[src/include/bridge_window_defs.vh]
// Offsets, field positions and reset values of the bridge window and status registers
`ifndef BRIDGE_WINDOW_DEFS_VH
`define BRIDGE_WINDOW_DEFS_VH

// Register word offsets (byte addresses)
`define OFS_IO_STATUS      8'h1c
`define OFS_MEM_WINDOW     8'h20
`define OFS_IO_UPPER       8'h30
`define OFS_IRQ_MASK       8'h40
`define OFS_CONTROL        8'h44

// Fixed I/O addressing indicator nibble
`define IO_32BIT_IND       4'h1

// Field positions in word 0x1c
`define IO_BOT_LSB         4
`define IO_TOP_LSB         12
`define IO_IND_BOT_LSB     0
`define IO_IND_TOP_LSB     8

// Memory word field positions
`define MEM_BOT_LSB        4
`define MEM_TOP_LSB        20

// Control register bits
`define CTL_PERR_EN_BIT    0
`define CTL_SERR_EN_BIT    1

// Sticky flag indices (status bit = index + 24)
`define FLAG_PARITY        0
`define FLAG_SIG_ABORT     3
`define FLAG_RCV_ABORT     4
`define FLAG_RCV_UNSUP     5
`define FLAG_SYS_ERR       6
`define FLAG_POISON        7
`define FLAG_COUNT         8
`define FLAG_LSB           24

// Reset values
`define RST_IO_FIELD       4'h0
`define RST_MEM_FIELD      12'h000
`define RST_IO_UPPER       16'h0000
`define RST_FLAGS          8'h00
`define RST_MASK           8'h00

`endif

[src/window_compare.v]
// Address window compare: inclusive bottom and top bounds
`timescale 1ns/1ns
`default_nettype none

module window_compare (
    // Bounds and address
    input  wire [31:0] bottom,
    input  wire [31:0] top,
    input  wire [31:0] addr,
    // Result
    output wire        hit
);

    assign hit = (addr >= bottom) && (addr <= top);

endmodule // window_compare

`default_nettype wire

[src/bridge_window_regs.v]
// Bridge I/O and memory window registers, secondary status flags, decode
// What this block does
// - I/O indicator nibbles always read one
// - I/O base bits 7:4 give bottom 15:12
// - I/O limit bits 15:12 give top 15:12
// - Upper sixteen I/O address bits from registers
// - I/O forwarding decided by window bounds
// - Legacy secondary status bits hardwired zero
// - Parity error sets bit 24, write-one-clears
// - Bit 24 never set without parity enable
// - Completer abort sent sets bit 27
// - Completer abort received sets bit 28
// - Unsupported request received sets bit 29
// - Error message with SERR enable sets 30
// - Poisoned TLP received sets bit 31
// - Memory base bits 15:4 give bottom
// - Memory forwarding decided by window bounds
// - Memory limit 31:20 gives top, ones below
//
// Implementation choice: the strobed register port.
`timescale 1ns/1ns
`default_nettype none
`include "bridge_window_defs.vh"

module bridge_window_regs (
    // Clock and reset
    input  wire        clk,
    input  wire        reset_n,
    // Register port
    input  wire [7:0]  reg_addr,
    input  wire [31:0] reg_wdata,
    input  wire        reg_write,
    input  wire        reg_read,
    output reg  [31:0] reg_rdata,
    // Secondary-side events, one-cycle pulses
    input  wire        ev_parity_error,
    input  wire        ev_completer_abort_sent,
    input  wire        ev_completer_abort_rcvd,
    input  wire        ev_unsupported_rcvd,
    input  wire        ev_error_msg_sent,
    input  wire        ev_poisoned_rcvd,
    // Transaction to decode
    input  wire        txn_valid,
    input  wire        txn_is_io,
    input  wire [31:0] txn_addr,
    output reg         txn_fwd_valid,
    output reg         txn_forward,
    // Interrupt
    output reg         irq
);

    reg  [3:0]  io_bot_q;
    reg  [3:0]  io_top_q;
    reg  [15:0] io_bot_up_q;
    reg  [15:0] io_top_up_q;
    reg  [11:0] mem_bot_q;
    reg  [11:0] mem_top_q;
    reg  [7:0]  flags_q;
    reg  [7:0]  flags_d;
    reg  [7:0]  mask_q;
    reg         perr_en_q;
    reg         serr_en_q;
    reg  [7:0]  ev_vec;
    reg  [7:0]  wclr;
    reg  [31:0] rdata_d;

    wire [31:0] io_bottom;
    wire [31:0] io_top;
    wire [31:0] mem_bottom;
    wire [31:0] mem_top;
    wire        io_hit;
    wire        mem_hit;
    wire        wr_status;

    assign wr_status = reg_write && (reg_addr == `OFS_IO_STATUS);

    // Expanded window bounds
    assign io_bottom  = {io_bot_up_q, io_bot_q, 12'h000};
    assign io_top     = {io_top_up_q, io_top_q, 12'hfff};
    assign mem_bottom = {mem_bot_q, 20'h00000};
    assign mem_top    = {mem_top_q, 20'hfffff};

    window_compare u_io_cmp (
        .bottom (io_bottom),
        .top    (io_top),
        .addr   (txn_addr),
        .hit    (io_hit)
    );

    window_compare u_mem_cmp (
        .bottom (mem_bottom),
        .top    (mem_top),
        .addr   (txn_addr),
        .hit    (mem_hit)
    );

    // Event vector, gated by the enables
    always @* begin
        ev_vec = 8'h00;
        ev_vec[`FLAG_PARITY]    = ev_parity_error && perr_en_q;
        ev_vec[`FLAG_SIG_ABORT] = ev_completer_abort_sent;
        ev_vec[`FLAG_RCV_ABORT] = ev_completer_abort_rcvd;
        ev_vec[`FLAG_RCV_UNSUP] = ev_unsupported_rcvd;
        ev_vec[`FLAG_SYS_ERR]   = ev_error_msg_sent && serr_en_q;
        ev_vec[`FLAG_POISON]    = ev_poisoned_rcvd;
    end

    // Write-one-clear; the read-only abort and unsupported-request flags ignore software writes
    always @* begin
        wclr = 8'h00;
        if (wr_status) begin
            wclr = reg_wdata[`FLAG_LSB +: 8];
        end
        wclr[`FLAG_SIG_ABORT] = 1'b0;
        wclr[`FLAG_RCV_ABORT] = 1'b0;
        wclr[`FLAG_RCV_UNSUP] = 1'b0;
        wclr[2:1] = 2'b00;
    end

    // Set wins over clear, per flag
    genvar gi;
    generate
        for (gi = 0; gi < `FLAG_COUNT; gi = gi + 1) begin : g_flag
            always @* begin
                flags_d[gi] = ev_vec[gi] | (flags_q[gi] & ~wclr[gi]);
            end
        end
    endgenerate

    // Writable registers and flags
    always @(posedge clk or negedge reset_n) begin
        if (!reset_n) begin
            io_bot_q    <= `RST_IO_FIELD;
            io_top_q    <= `RST_IO_FIELD;
            io_bot_up_q <= `RST_IO_UPPER;
            io_top_up_q <= `RST_IO_UPPER;
            mem_bot_q   <= `RST_MEM_FIELD;
            mem_top_q   <= `RST_MEM_FIELD;
            flags_q     <= `RST_FLAGS;
            mask_q      <= `RST_MASK;
            perr_en_q   <= 1'b0;
            serr_en_q   <= 1'b0;
        end else begin
            flags_q <= flags_d;
            if (reg_write) begin
                case (reg_addr)
                    `OFS_IO_STATUS: begin
                        io_bot_q <= reg_wdata[`IO_BOT_LSB +: 4];
                        io_top_q <= reg_wdata[`IO_TOP_LSB +: 4];
                    end
                    `OFS_MEM_WINDOW: begin
                        mem_bot_q <= reg_wdata[`MEM_BOT_LSB +: 12];
                        mem_top_q <= reg_wdata[`MEM_TOP_LSB +: 12];
                    end
                    `OFS_IO_UPPER: begin
                        io_bot_up_q <= reg_wdata[15:0];
                        io_top_up_q <= reg_wdata[31:16];
                    end
                    `OFS_IRQ_MASK: begin
                        mask_q <= reg_wdata[`FLAG_LSB +: 8];
                    end
                    `OFS_CONTROL: begin
                        perr_en_q <= reg_wdata[`CTL_PERR_EN_BIT];
                        serr_en_q <= reg_wdata[`CTL_SERR_EN_BIT];
                    end
                    default: begin
                    end
                endcase
            end
        end
    end

    // Read mux; unmapped addresses read zero
    always @* begin
        rdata_d = 32'h00000000;
        case (reg_addr)
            `OFS_IO_STATUS: begin
                rdata_d[`IO_IND_BOT_LSB +: 4] = `IO_32BIT_IND;
                rdata_d[`IO_BOT_LSB +: 4]     = io_bot_q;
                rdata_d[`IO_IND_TOP_LSB +: 4] = `IO_32BIT_IND;
                rdata_d[`IO_TOP_LSB +: 4]     = io_top_q;
                // Bits 23:16 stay zero: reserved and legacy
                rdata_d[31:24] = {flags_q[7:3], 2'b00, flags_q[0]};
            end
            `OFS_MEM_WINDOW: begin
                rdata_d[`MEM_BOT_LSB +: 12] = mem_bot_q;
                rdata_d[`MEM_TOP_LSB +: 12] = mem_top_q;
            end
            `OFS_IO_UPPER: begin
                rdata_d = {io_top_up_q, io_bot_up_q};
            end
            `OFS_IRQ_MASK: begin
                rdata_d[31:24] = mask_q;
            end
            `OFS_CONTROL: begin
                rdata_d[`CTL_PERR_EN_BIT] = perr_en_q;
                rdata_d[`CTL_SERR_EN_BIT] = serr_en_q;
            end
            default: begin
                rdata_d = 32'h00000000;
            end
        endcase
    end

    // Registered outputs
    always @(posedge clk or negedge reset_n) begin
        if (!reset_n) begin
            reg_rdata     <= 32'h00000000;
            txn_fwd_valid <= 1'b0;
            txn_forward   <= 1'b0;
            irq           <= 1'b0;
        end else begin
            reg_rdata     <= reg_read ? rdata_d : 32'h00000000;
            txn_fwd_valid <= txn_valid;
            txn_forward   <= txn_valid && (txn_is_io ? io_hit : mem_hit);
            irq           <= |(flags_d & mask_q);
        end
    end

endmodule // bridge_window_regs

`default_nettype wire

[config.mk]
export PLATFORM = sky130hd
export DESIGN_NAME = bridge_window_regs
export DESIGN_NICKNAME = d
export VERILOG_FILES = /design/src/window_compare.v /design/src/bridge_window_regs.v
export VERILOG_INCLUDE_DIRS = /design/src /design/src/include
export SDC_FILE = /design/constraint.sdc
export NUM_CORES = 1
export LEC_CHECK = 0
export BUFFER_PORTS_ARGS = -buffer_cell sky130_fd_sc_hd__buf_2
export CORE_UTILIZATION = 30
export CTS_CLUSTER_DIAMETER = 60
export DETAILED_ROUTE_END_ITERATION = 12
export GPL_ROUTABILITY_DRIVEN = 1
export SLEW_MARGIN = 5
export SYNTH_ARGS = -nofsm -noshare
export SYNTH_HDL_FRONTEND = slang
export SYNTH_SLANG_ARGS = --single-unit
[constraint.sdc]
create_clock -name clk -period 2.5 [get_ports clk]
set_input_delay 0.375 -clock clk [delete_from_list [all_inputs] [get_ports clk]]
set_output_delay 0.375 -clock clk [all_outputs]
set_load 0.03 [all_outputs]
==> summary.txt, run 1 <==
Drt
  • Post-DRT Antenna Nets: 0
  • Pre-antenna DRT Iters: 5
  • DR iter-0 viols: 222
  • DR WL/cell: 17.3 um
  • Final wirelength: 17.0 mm
  • DR DRC count: 0
  • Vias/cell: 4.83
  • Routed vias: 4747

Timing
  • Max-slew violations: 0
  • Final hold viol count: 0
  • RSZ-0062 raised after global routing: no
  • Hold_ws: 0.116 ns
  • Worst Tran Pin Value: 0.531 ns
  • Max Clock Skew: 0.00767 ns
  • Final count of negative-setup-slack endpoints: 0
  • Post-route setup TNS: 0 ns
  • F_max: 437 MHz
  • Max-slew headroom: 64.3%
  • Fin crit period: 2.29 ns
  • Crit share post-route: 91.6%

Worst setup path
  • FF-to-FF path depth: 7
  • Crit path launch type: flop
  • Crit path max fanout: 3
  • Category of the most critical setup path: flop to flop
  • R2R Path End: txn_forward
  • Data required time of the worst path: 2.82 ns
  • Worst r2r src: io_bot_up_q[10]
  • Data arrival, critical path: 2.61 ns
  • FF-to-FF setup slack: 0.21 ns
  • Crit path capture type: flop

Synth
  • Mapped Avg Cell Area: 11.3 um2
  • Ys flop type: dfrtp_1
  • Main combinational cell family by area after synthesis: multiplexers
  • Post-Synth Adder-Cell Area: 12.6%
  • Cells after synthesis: 562
  • Number of flops mapped to enable cells by yosys: 0
  • Post-Syn Nets: 710
  • Part of the Yosys area used for sequential elements: 45.1%
  • Yosys warns: 0
  • Async SR Flop Fraction: 100%
  • Mapped Area: 6380 um2
  • Post-synthesis mux area share: 16.4%
  • Compound-cell area share of the yosys netlist: 9.01%
  • Netlist cell types: 56
  • Number of synthesized register bits: 115
  • Synth Area in Simple Gates: 11.8%
  • Area share of xor/xnor cells in the synthesized design: 0%

Layout
  • Area Growth Syn to Fin: 23.8%
  • Share of layout cells above drive strength 1: 34.9%
  • FILL cells: 2069
  • Fin nets: 846

Placed design
  • Port-buffer cells: 118
  • GPL Wtd Cong: 0.838
  • DPL Wire Length: 12.9 mm

Floorplanning
  • Die area: 21800 um2
  • IO Pins: 119
  • Core box area: 20600 um2
  • Die Y: 148 um
  • Starting Density: 31.0%
  • # rows: 52
  • Chip width: 148 um

Clocking
  • Clock buffer depth: 2
  • Inserted Clock Buffers: 17
  • CTS root buf: clkbuf_16
  • CTS tree: done
  • Clock latency on the worst-skew pair: 0.42 ns
  • Post-CTS Setup Bufs: 0
  • Clk slew on worst S/H paths: 0.05 ns
  • H-tree depth: 4
  • Clock sinks: 115

Global routing
  • GR Overflow Total: 0
  • Total track usage: 16.4%
  • Initial antenna violation count: 4
  • First-pass GRT wire length: 26.7 mm
  • Largest net degree at the start of global routing: 51
  • Vias in the first global route: 4759

Min path
  • WHS Path Cells: 1
  • Type of the tightest min-delay check: input port to flop
  • Worst Hold Launch: txn_valid
  • Hold Path Sink: txn_fwd_valid

Outcome
  • Outcome: finished clean

Pwr
  • Peak supply drop: 0.452 mV
  • Pwr dens: 605 nW/um2
  • Lkg Pwr: 3.80 nW

Job
  • Maxcap violations: 0
## how the worst max path moves through the flow
stage / startpoint / to / slack (ns) / cells past startpoint
6_report: io_bot_up_q[10] / txn_forward / 0.21 / 7
5_1_grt: io_bot_up_q[10] / txn_forward / 0.10 / 7
4_1_cts: io_bot_up_q[10] / txn_forward / 0.19 / 7
3_5_place_dp: txn_addr[26] / txn_forward / 0.09 / 7
3_3_place_gp: txn_addr[26] / txn_forward / 0.19 / 7
2_1_floorplan: io_bot_up_q[13] / txn_forward / 0.48 / 7
## per-stage QoR
stage          instances  total power [mW]  utilization [%]  instance area [um2]  worst slack, ns
2_1_floorplan        562              2.29                -                 6380            0.480
3_3_place_gp         948              2.54             35.6                 7330            0.187
3_5_place_dp         948              2.54             35.6                 7330           0.0900
4_1_cts              980              4.84             38.3                 7880            0.189
5_1_grt              981              4.99             38.4                 7890            0.100
6_report             983              4.78             38.4                 7890            0.210
## cells by family after synthesis
family                     Yosys count
AOI/OAI and AO/OA                   90
adders and majority gates           64
buffers and inverters               77
DFF                                115
muxes                               84
and+or+nand+nor                    132
## routing by layer
metal / vias up / global-route usage [%] / part of all wire [%]
met3: 17 / 4.60 / 5.6
met1: 2312 / 22.0 / 47
met4: 4 / 5.10 / 1.4
met2: 121 / 25.5 / 46
met5: - / 0 / 0.15
li1: 2293 / - / -
## power by group
group	internal, mW	leakage (nW)	total [mW]	switching [mW]
clock	1.40	0.261	2.26	0.864
sequential	1.94	1.56	1.99	0.0545
combinational	0.237	1.98	0.519	0.281
## cell usage after synthesis (3+ instances only)
master      n  share of area, %
and4_1      3              0.41
a31oi_1     6              0.59
a21oi_1    36               2.8
nor3_1      5              0.39
mux2_4     30               7.1
dfrtp_1   115                45
mux2_2     44               7.8
a221oi_1    4              0.55
buf_2       6              0.47
buf_6       3              0.53
o21ai_0    10              0.78
inv_1      65               3.8
or2_2       4              0.39
ha_1       64                13
nand2_1    40               2.4
nand4b_1    3              0.41
nand4_1    12               1.2
a22o_1      3              0.41
nor2_1     16              0.94
nor4_1      5              0.49
nand3_1    12              0.94
mux2i_1    10               1.6
a22oi_1    16               1.9
a21o_1      3              0.35
nor2b_1     5              0.49
and3_1      8              0.78
## worst max-delay path: stages, from the launching register on
cell and delay, ns:
dfrtp_1 0.36, inv_1 0.06, ha_1 0.30, nand4_1 0.18, or4_1 0.58, a2111oi_2 0.36, nor4_1 0.11, o31ai_1 0.24
## repair_timing
action,CTS,global route
hold endpoints to repair,35,0
hold buffers,1,0
resized for setup,0,0
setup endpoints to repair,0,0
## state kept, by name (all words and copies together) (netlist names)
name           flops
io_bot_up_q       16
io_top_up_q       16
flags_q            6
io_bot_q           4
txn_forward        1
reg_rdata         32
txn_fwd_valid      1
mem_bot_q         12
serr_en_q          1
mask_q             8
mem_top_q         12
io_top_q           4
perr_en_q          1
irq                1
## cells in the final DEF (no fill, tap or decap), drive strengths merged, types with 3 or more instances in the layout
master	Yosys	final
nand4	12	12
dfrtp	115	115
o21ai	11	11
mux2	74	74
and4	3	3
a21oi	36	36
or2	4	4
clkinvlp	0	4
buf	11	128
mux2i	10	10
a21o	3	3
nor3	6	6
nor2	17	17
a22oi	16	16
inv	65	65
nor2b	5	5
nor4	8	8
a31oi	6	6
diode	0	3
and3	8	8
a22o	3	3
ha	64	64
nand4b	3	3
nand2	43	43
clkinv	0	5
clkbuf	1	21
nand3	13	13
a221oi	4	4
## area by class of cell
type,count,area [um2],area share (%)
Multi-Input combinational cell,370,3180,40.2
Sequential cell,115,2880,36.5
Timing Repair Buffer,129,703,8.91
Clock buffer,21,460,5.83
Tap cell,270,338,4.28
Inverter,65,244,3.09
Clock inverter,10,85.1,1.08
Antenna cell,3,7.51,0.0951
Power figures use the tool's default switching activity.
==> inputs of run 2 (changes only) <==
==> constraint.sdc (replaced) <==
create_clock -name clk -period 2.9 [get_ports clk]
set_input_delay 0.435 -clock clk [delete_from_list [all_inputs] [get_ports clk]]
set_output_delay 0.435 -clock clk [all_outputs]
set_load 0.03 [all_outputs]
==> summary.txt, run 2 (synthesis results as in run 1) <==
Outcome
  • Failing checks: hold timing
  • Outcome: complete, but fails checks

Clocking
  • Clock sinks: 115 (unchanged)
  • Clock buffer depth: 2 (unchanged)
  • Post_cts resized: 0 (unchanged)
  • Clk slew on worst S/H paths: 0.06 ns (about the same)
  • CTS tree: done
  • Clock latency on the worst-skew pair: 0.42 ns (about the same)
  • Post-CTS Setup Bufs: 0 (unchanged)
  • Inserted Clock Buffers: 17 (unchanged)
  • H-tree depth: 4 (unchanged)
  • Hold-fix buffers, CTS: 0 (-1)
  • CTS root buf: clkbuf_16

Drt
  • Routed vias: 4674 (-1.5%)
  • Post-DRT Antenna Nets: 0 (unchanged)
  • DR WL/cell: 17.2 um (-0.37%)
  • Pre-antenna DRT Iters: 4 (-1)
  • DR iter-0 viols: 188 (-15%)
  • DR DRC count: 0 (unchanged)
  • Vias/cell: 4.76 (-1.4%)
  • Final wirelength: 16.9 mm (-0.47%)

Min path
  • Type of the tightest min-delay check: input port to async pin

Timing
  • Fin crit period: 2.24 ns (-0.0461 ns)
  • Crit share post-route: 77.4% (-14 points)
  • Hold_ws: -0.000920 ns (-0.117 ns)
  • Worst Tran Pin Value: 0.559 ns (+0.0283 ns)
  • Max Clock Skew: 0.00732 ns (-0.000347 ns)
  • Max-slew violations: 0 (unchanged)
  • Final hold viol count: 1 (+1)
  • Post-route setup TNS: 0 ns (unchanged)
  • RSZ-0062 raised after global routing: no
  • Final count of negative-setup-slack endpoints: 0 (unchanged)
  • F_max: 446 MHz (+2.1%)
  • Max-slew headroom: 62.7% (-1.6 points)

Floorplanning
  • IO Pins: 119 (unchanged)
  • Die Y: 148 um (unchanged)
  • Starting Density: 31.0% (unchanged)
  • Core box area: 20600 um2 (unchanged)
  • Chip width: 148 um (unchanged)
  • Die area: 21800 um2 (unchanged)
  • # rows: 52 (unchanged)

Pwr
  • Clk pwr share: 50.3% (+2.9 points)
  • Comb power frac: 10.3% (-0.6 points)
  • Lkg Pwr: 3.82 nW (+0.61%)
  • P_int: 3.29 mW (-8.0%)
  • P_sw: 1.06 mW (-11%)
  • Part of the power in registers: 39.4% (-2.3 points)
  • Peak supply drop: 0.424 mV (-6.2%)
  • Pwr dens: 548 nW/um2 (-9.5%)
  • Switching portion of total power: 24.4% (-0.70 points)

Layout
  • Util after Layout: 38.7% (+0.27 points)
  • Commonest cells after routing, fill and taps aside: 117 x buf_2, 115 x dfrtp_1, 65 x inv_1
  • Post-route insts no fill: 982 (-0.10%)
  • Fin nets: 846 (unchanged)
  • FILL cells: 2035 (-1.6%)
  • Reg area: 2880 um2 (unchanged)
  • Largest register FFs: 32 (unchanged)
  • Largest reg by FF count: reg_rdata
  • Commonest non-fill, non-tap cell in the layout: buf_2
  • Area of the multi-input gates: 3180 um2 (unchanged)
  • Biggest regs: reg_rdata x32, io_bot_up_q x16, io_top_up_q x16
  • Area Growth Syn to Fin: 24.6%
  • Share of layout cells above drive strength 1: 35.4% (+0.51 points)

Worst setup path
  • FF-to-FF path depth: 7 (unchanged)
  • Worst r2r src: io_bot_up_q[10]
  • Crit-path max cell delay: 0.57 ns (about the same)
  • Crit path max fanout: 3 (unchanged)
  • CP max stage cell: or4_1
  • Data arrival, critical path: 2.57 ns (-0.04 ns)
  • FF-to-FF setup slack: 0.66 ns (+0.45 ns)
  • Data required time of the worst path: 3.22 ns (+0.40 ns)
  • Worst-path cell chain: inv_1, ha_1, nand4_1, or4_1, a2111oi_2, nor4_1, o31ai_1
  • Crit path launch type: flop
  • R2R Path End: txn_forward
  • Crit path capture type: flop
  • Category of the most critical setup path: flop to flop

Global routing
  • Largest net degree at the start of global routing: 50 (-2.0%)
  • GR Overflow Total: 0 (unchanged)
  • Vias in the first global route: 4810 (+1.1%)
  • Initial antenna violation count: 2 (-2)
  • First-pass GRT wire length: 26.7 mm (+0.10%)
  • Total track usage: 16.3% (-0.070 points)

Placed design
  • DPL Wire Length: 13.1 mm (+1.1%)
  • Inst Count DP: 949 (+0.11%)
  • GPL Wtd Cong: 0.834 (-0.52%)
  • Port-buffer cells: 118 (unchanged)

Job
  • Maxcap violations: 0 (unchanged)
==> run 2: stage by stage <==
step / cell area (um2) / power (mW) / hold slack (ns) / setup WS [ns]
after floorplan: 6380 / 1.98 / 0.139 / 0.826
after global placement: 7320 / 2.19 / 0.468 / 0.553
after detailed placement: 7320 / 2.20 / 0.467 / 0.498
after CTS: 7950 / 4.39 / 0.0284 / 0.650
after global routing: 7950 / 4.54 / 0.0410 / 0.525
final: 7950 / 4.36 / -0.000920 / 0.656
==> run 2: final cells by class <==
cell class | instances | share of cell area [%]
tap | 270 | 4.25
timing repair buffer | 129 | 8.66
multi-input combinational | 370 | 40.0
sequential | 115 | 36.2
antenna | 1 | 0.0315
inverter | 65 | 3.07
clock buffer | 20 | 5.87
clock inverter | 12 | 1.95
==> run 2: power groups by stage <==
stage | logic (mW) | clock network [mW] | registers (mW)
floorplan | 0.239 | 0 | 1.74
global placement | 0.446 | 0 | 1.74
detailed placement | 0.452 | 0 | 1.74
CTS | 0.456 | 2.22 | 1.72
global route | 0.513 | 2.30 | 1.73
finish | 0.449 | 2.19 | 1.72
==> run 2: worst max path at each step <==
stage | from | to | depth (start not counted)
2_1_floorplan | txn_addr[29] | txn_forward | 6
3_3_place_gp | txn_addr[26] | txn_forward | 7
3_5_place_dp | txn_addr[26] | txn_forward | 7
4_1_cts | io_bot_up_q[10] | txn_forward | 7
5_1_grt | io_bot_up_q[13] | txn_forward | 7
6_report | io_bot_up_q[10] | txn_forward | 7
==> run 2: per-layer routing <==
metal  share of wire [%]  GRT usage (%)  vias up
li1                    -              -     2297
met3                 4.8           4.14       11
met1                  47           21.7     2262
met4                0.67           4.12        2
met5               0.095              0        -
met2                  47           26.4      102
==> run 2: critical path: cells and delay by family, from the launching register on <==
kind | cells | cell delay, ns
simple gates | 3 | 0.83
compound gates | 2 | 0.58
flops | 1 | 0.37
fa+ha+maj | 1 | 0.31
buf+inv | 1 | 0.06
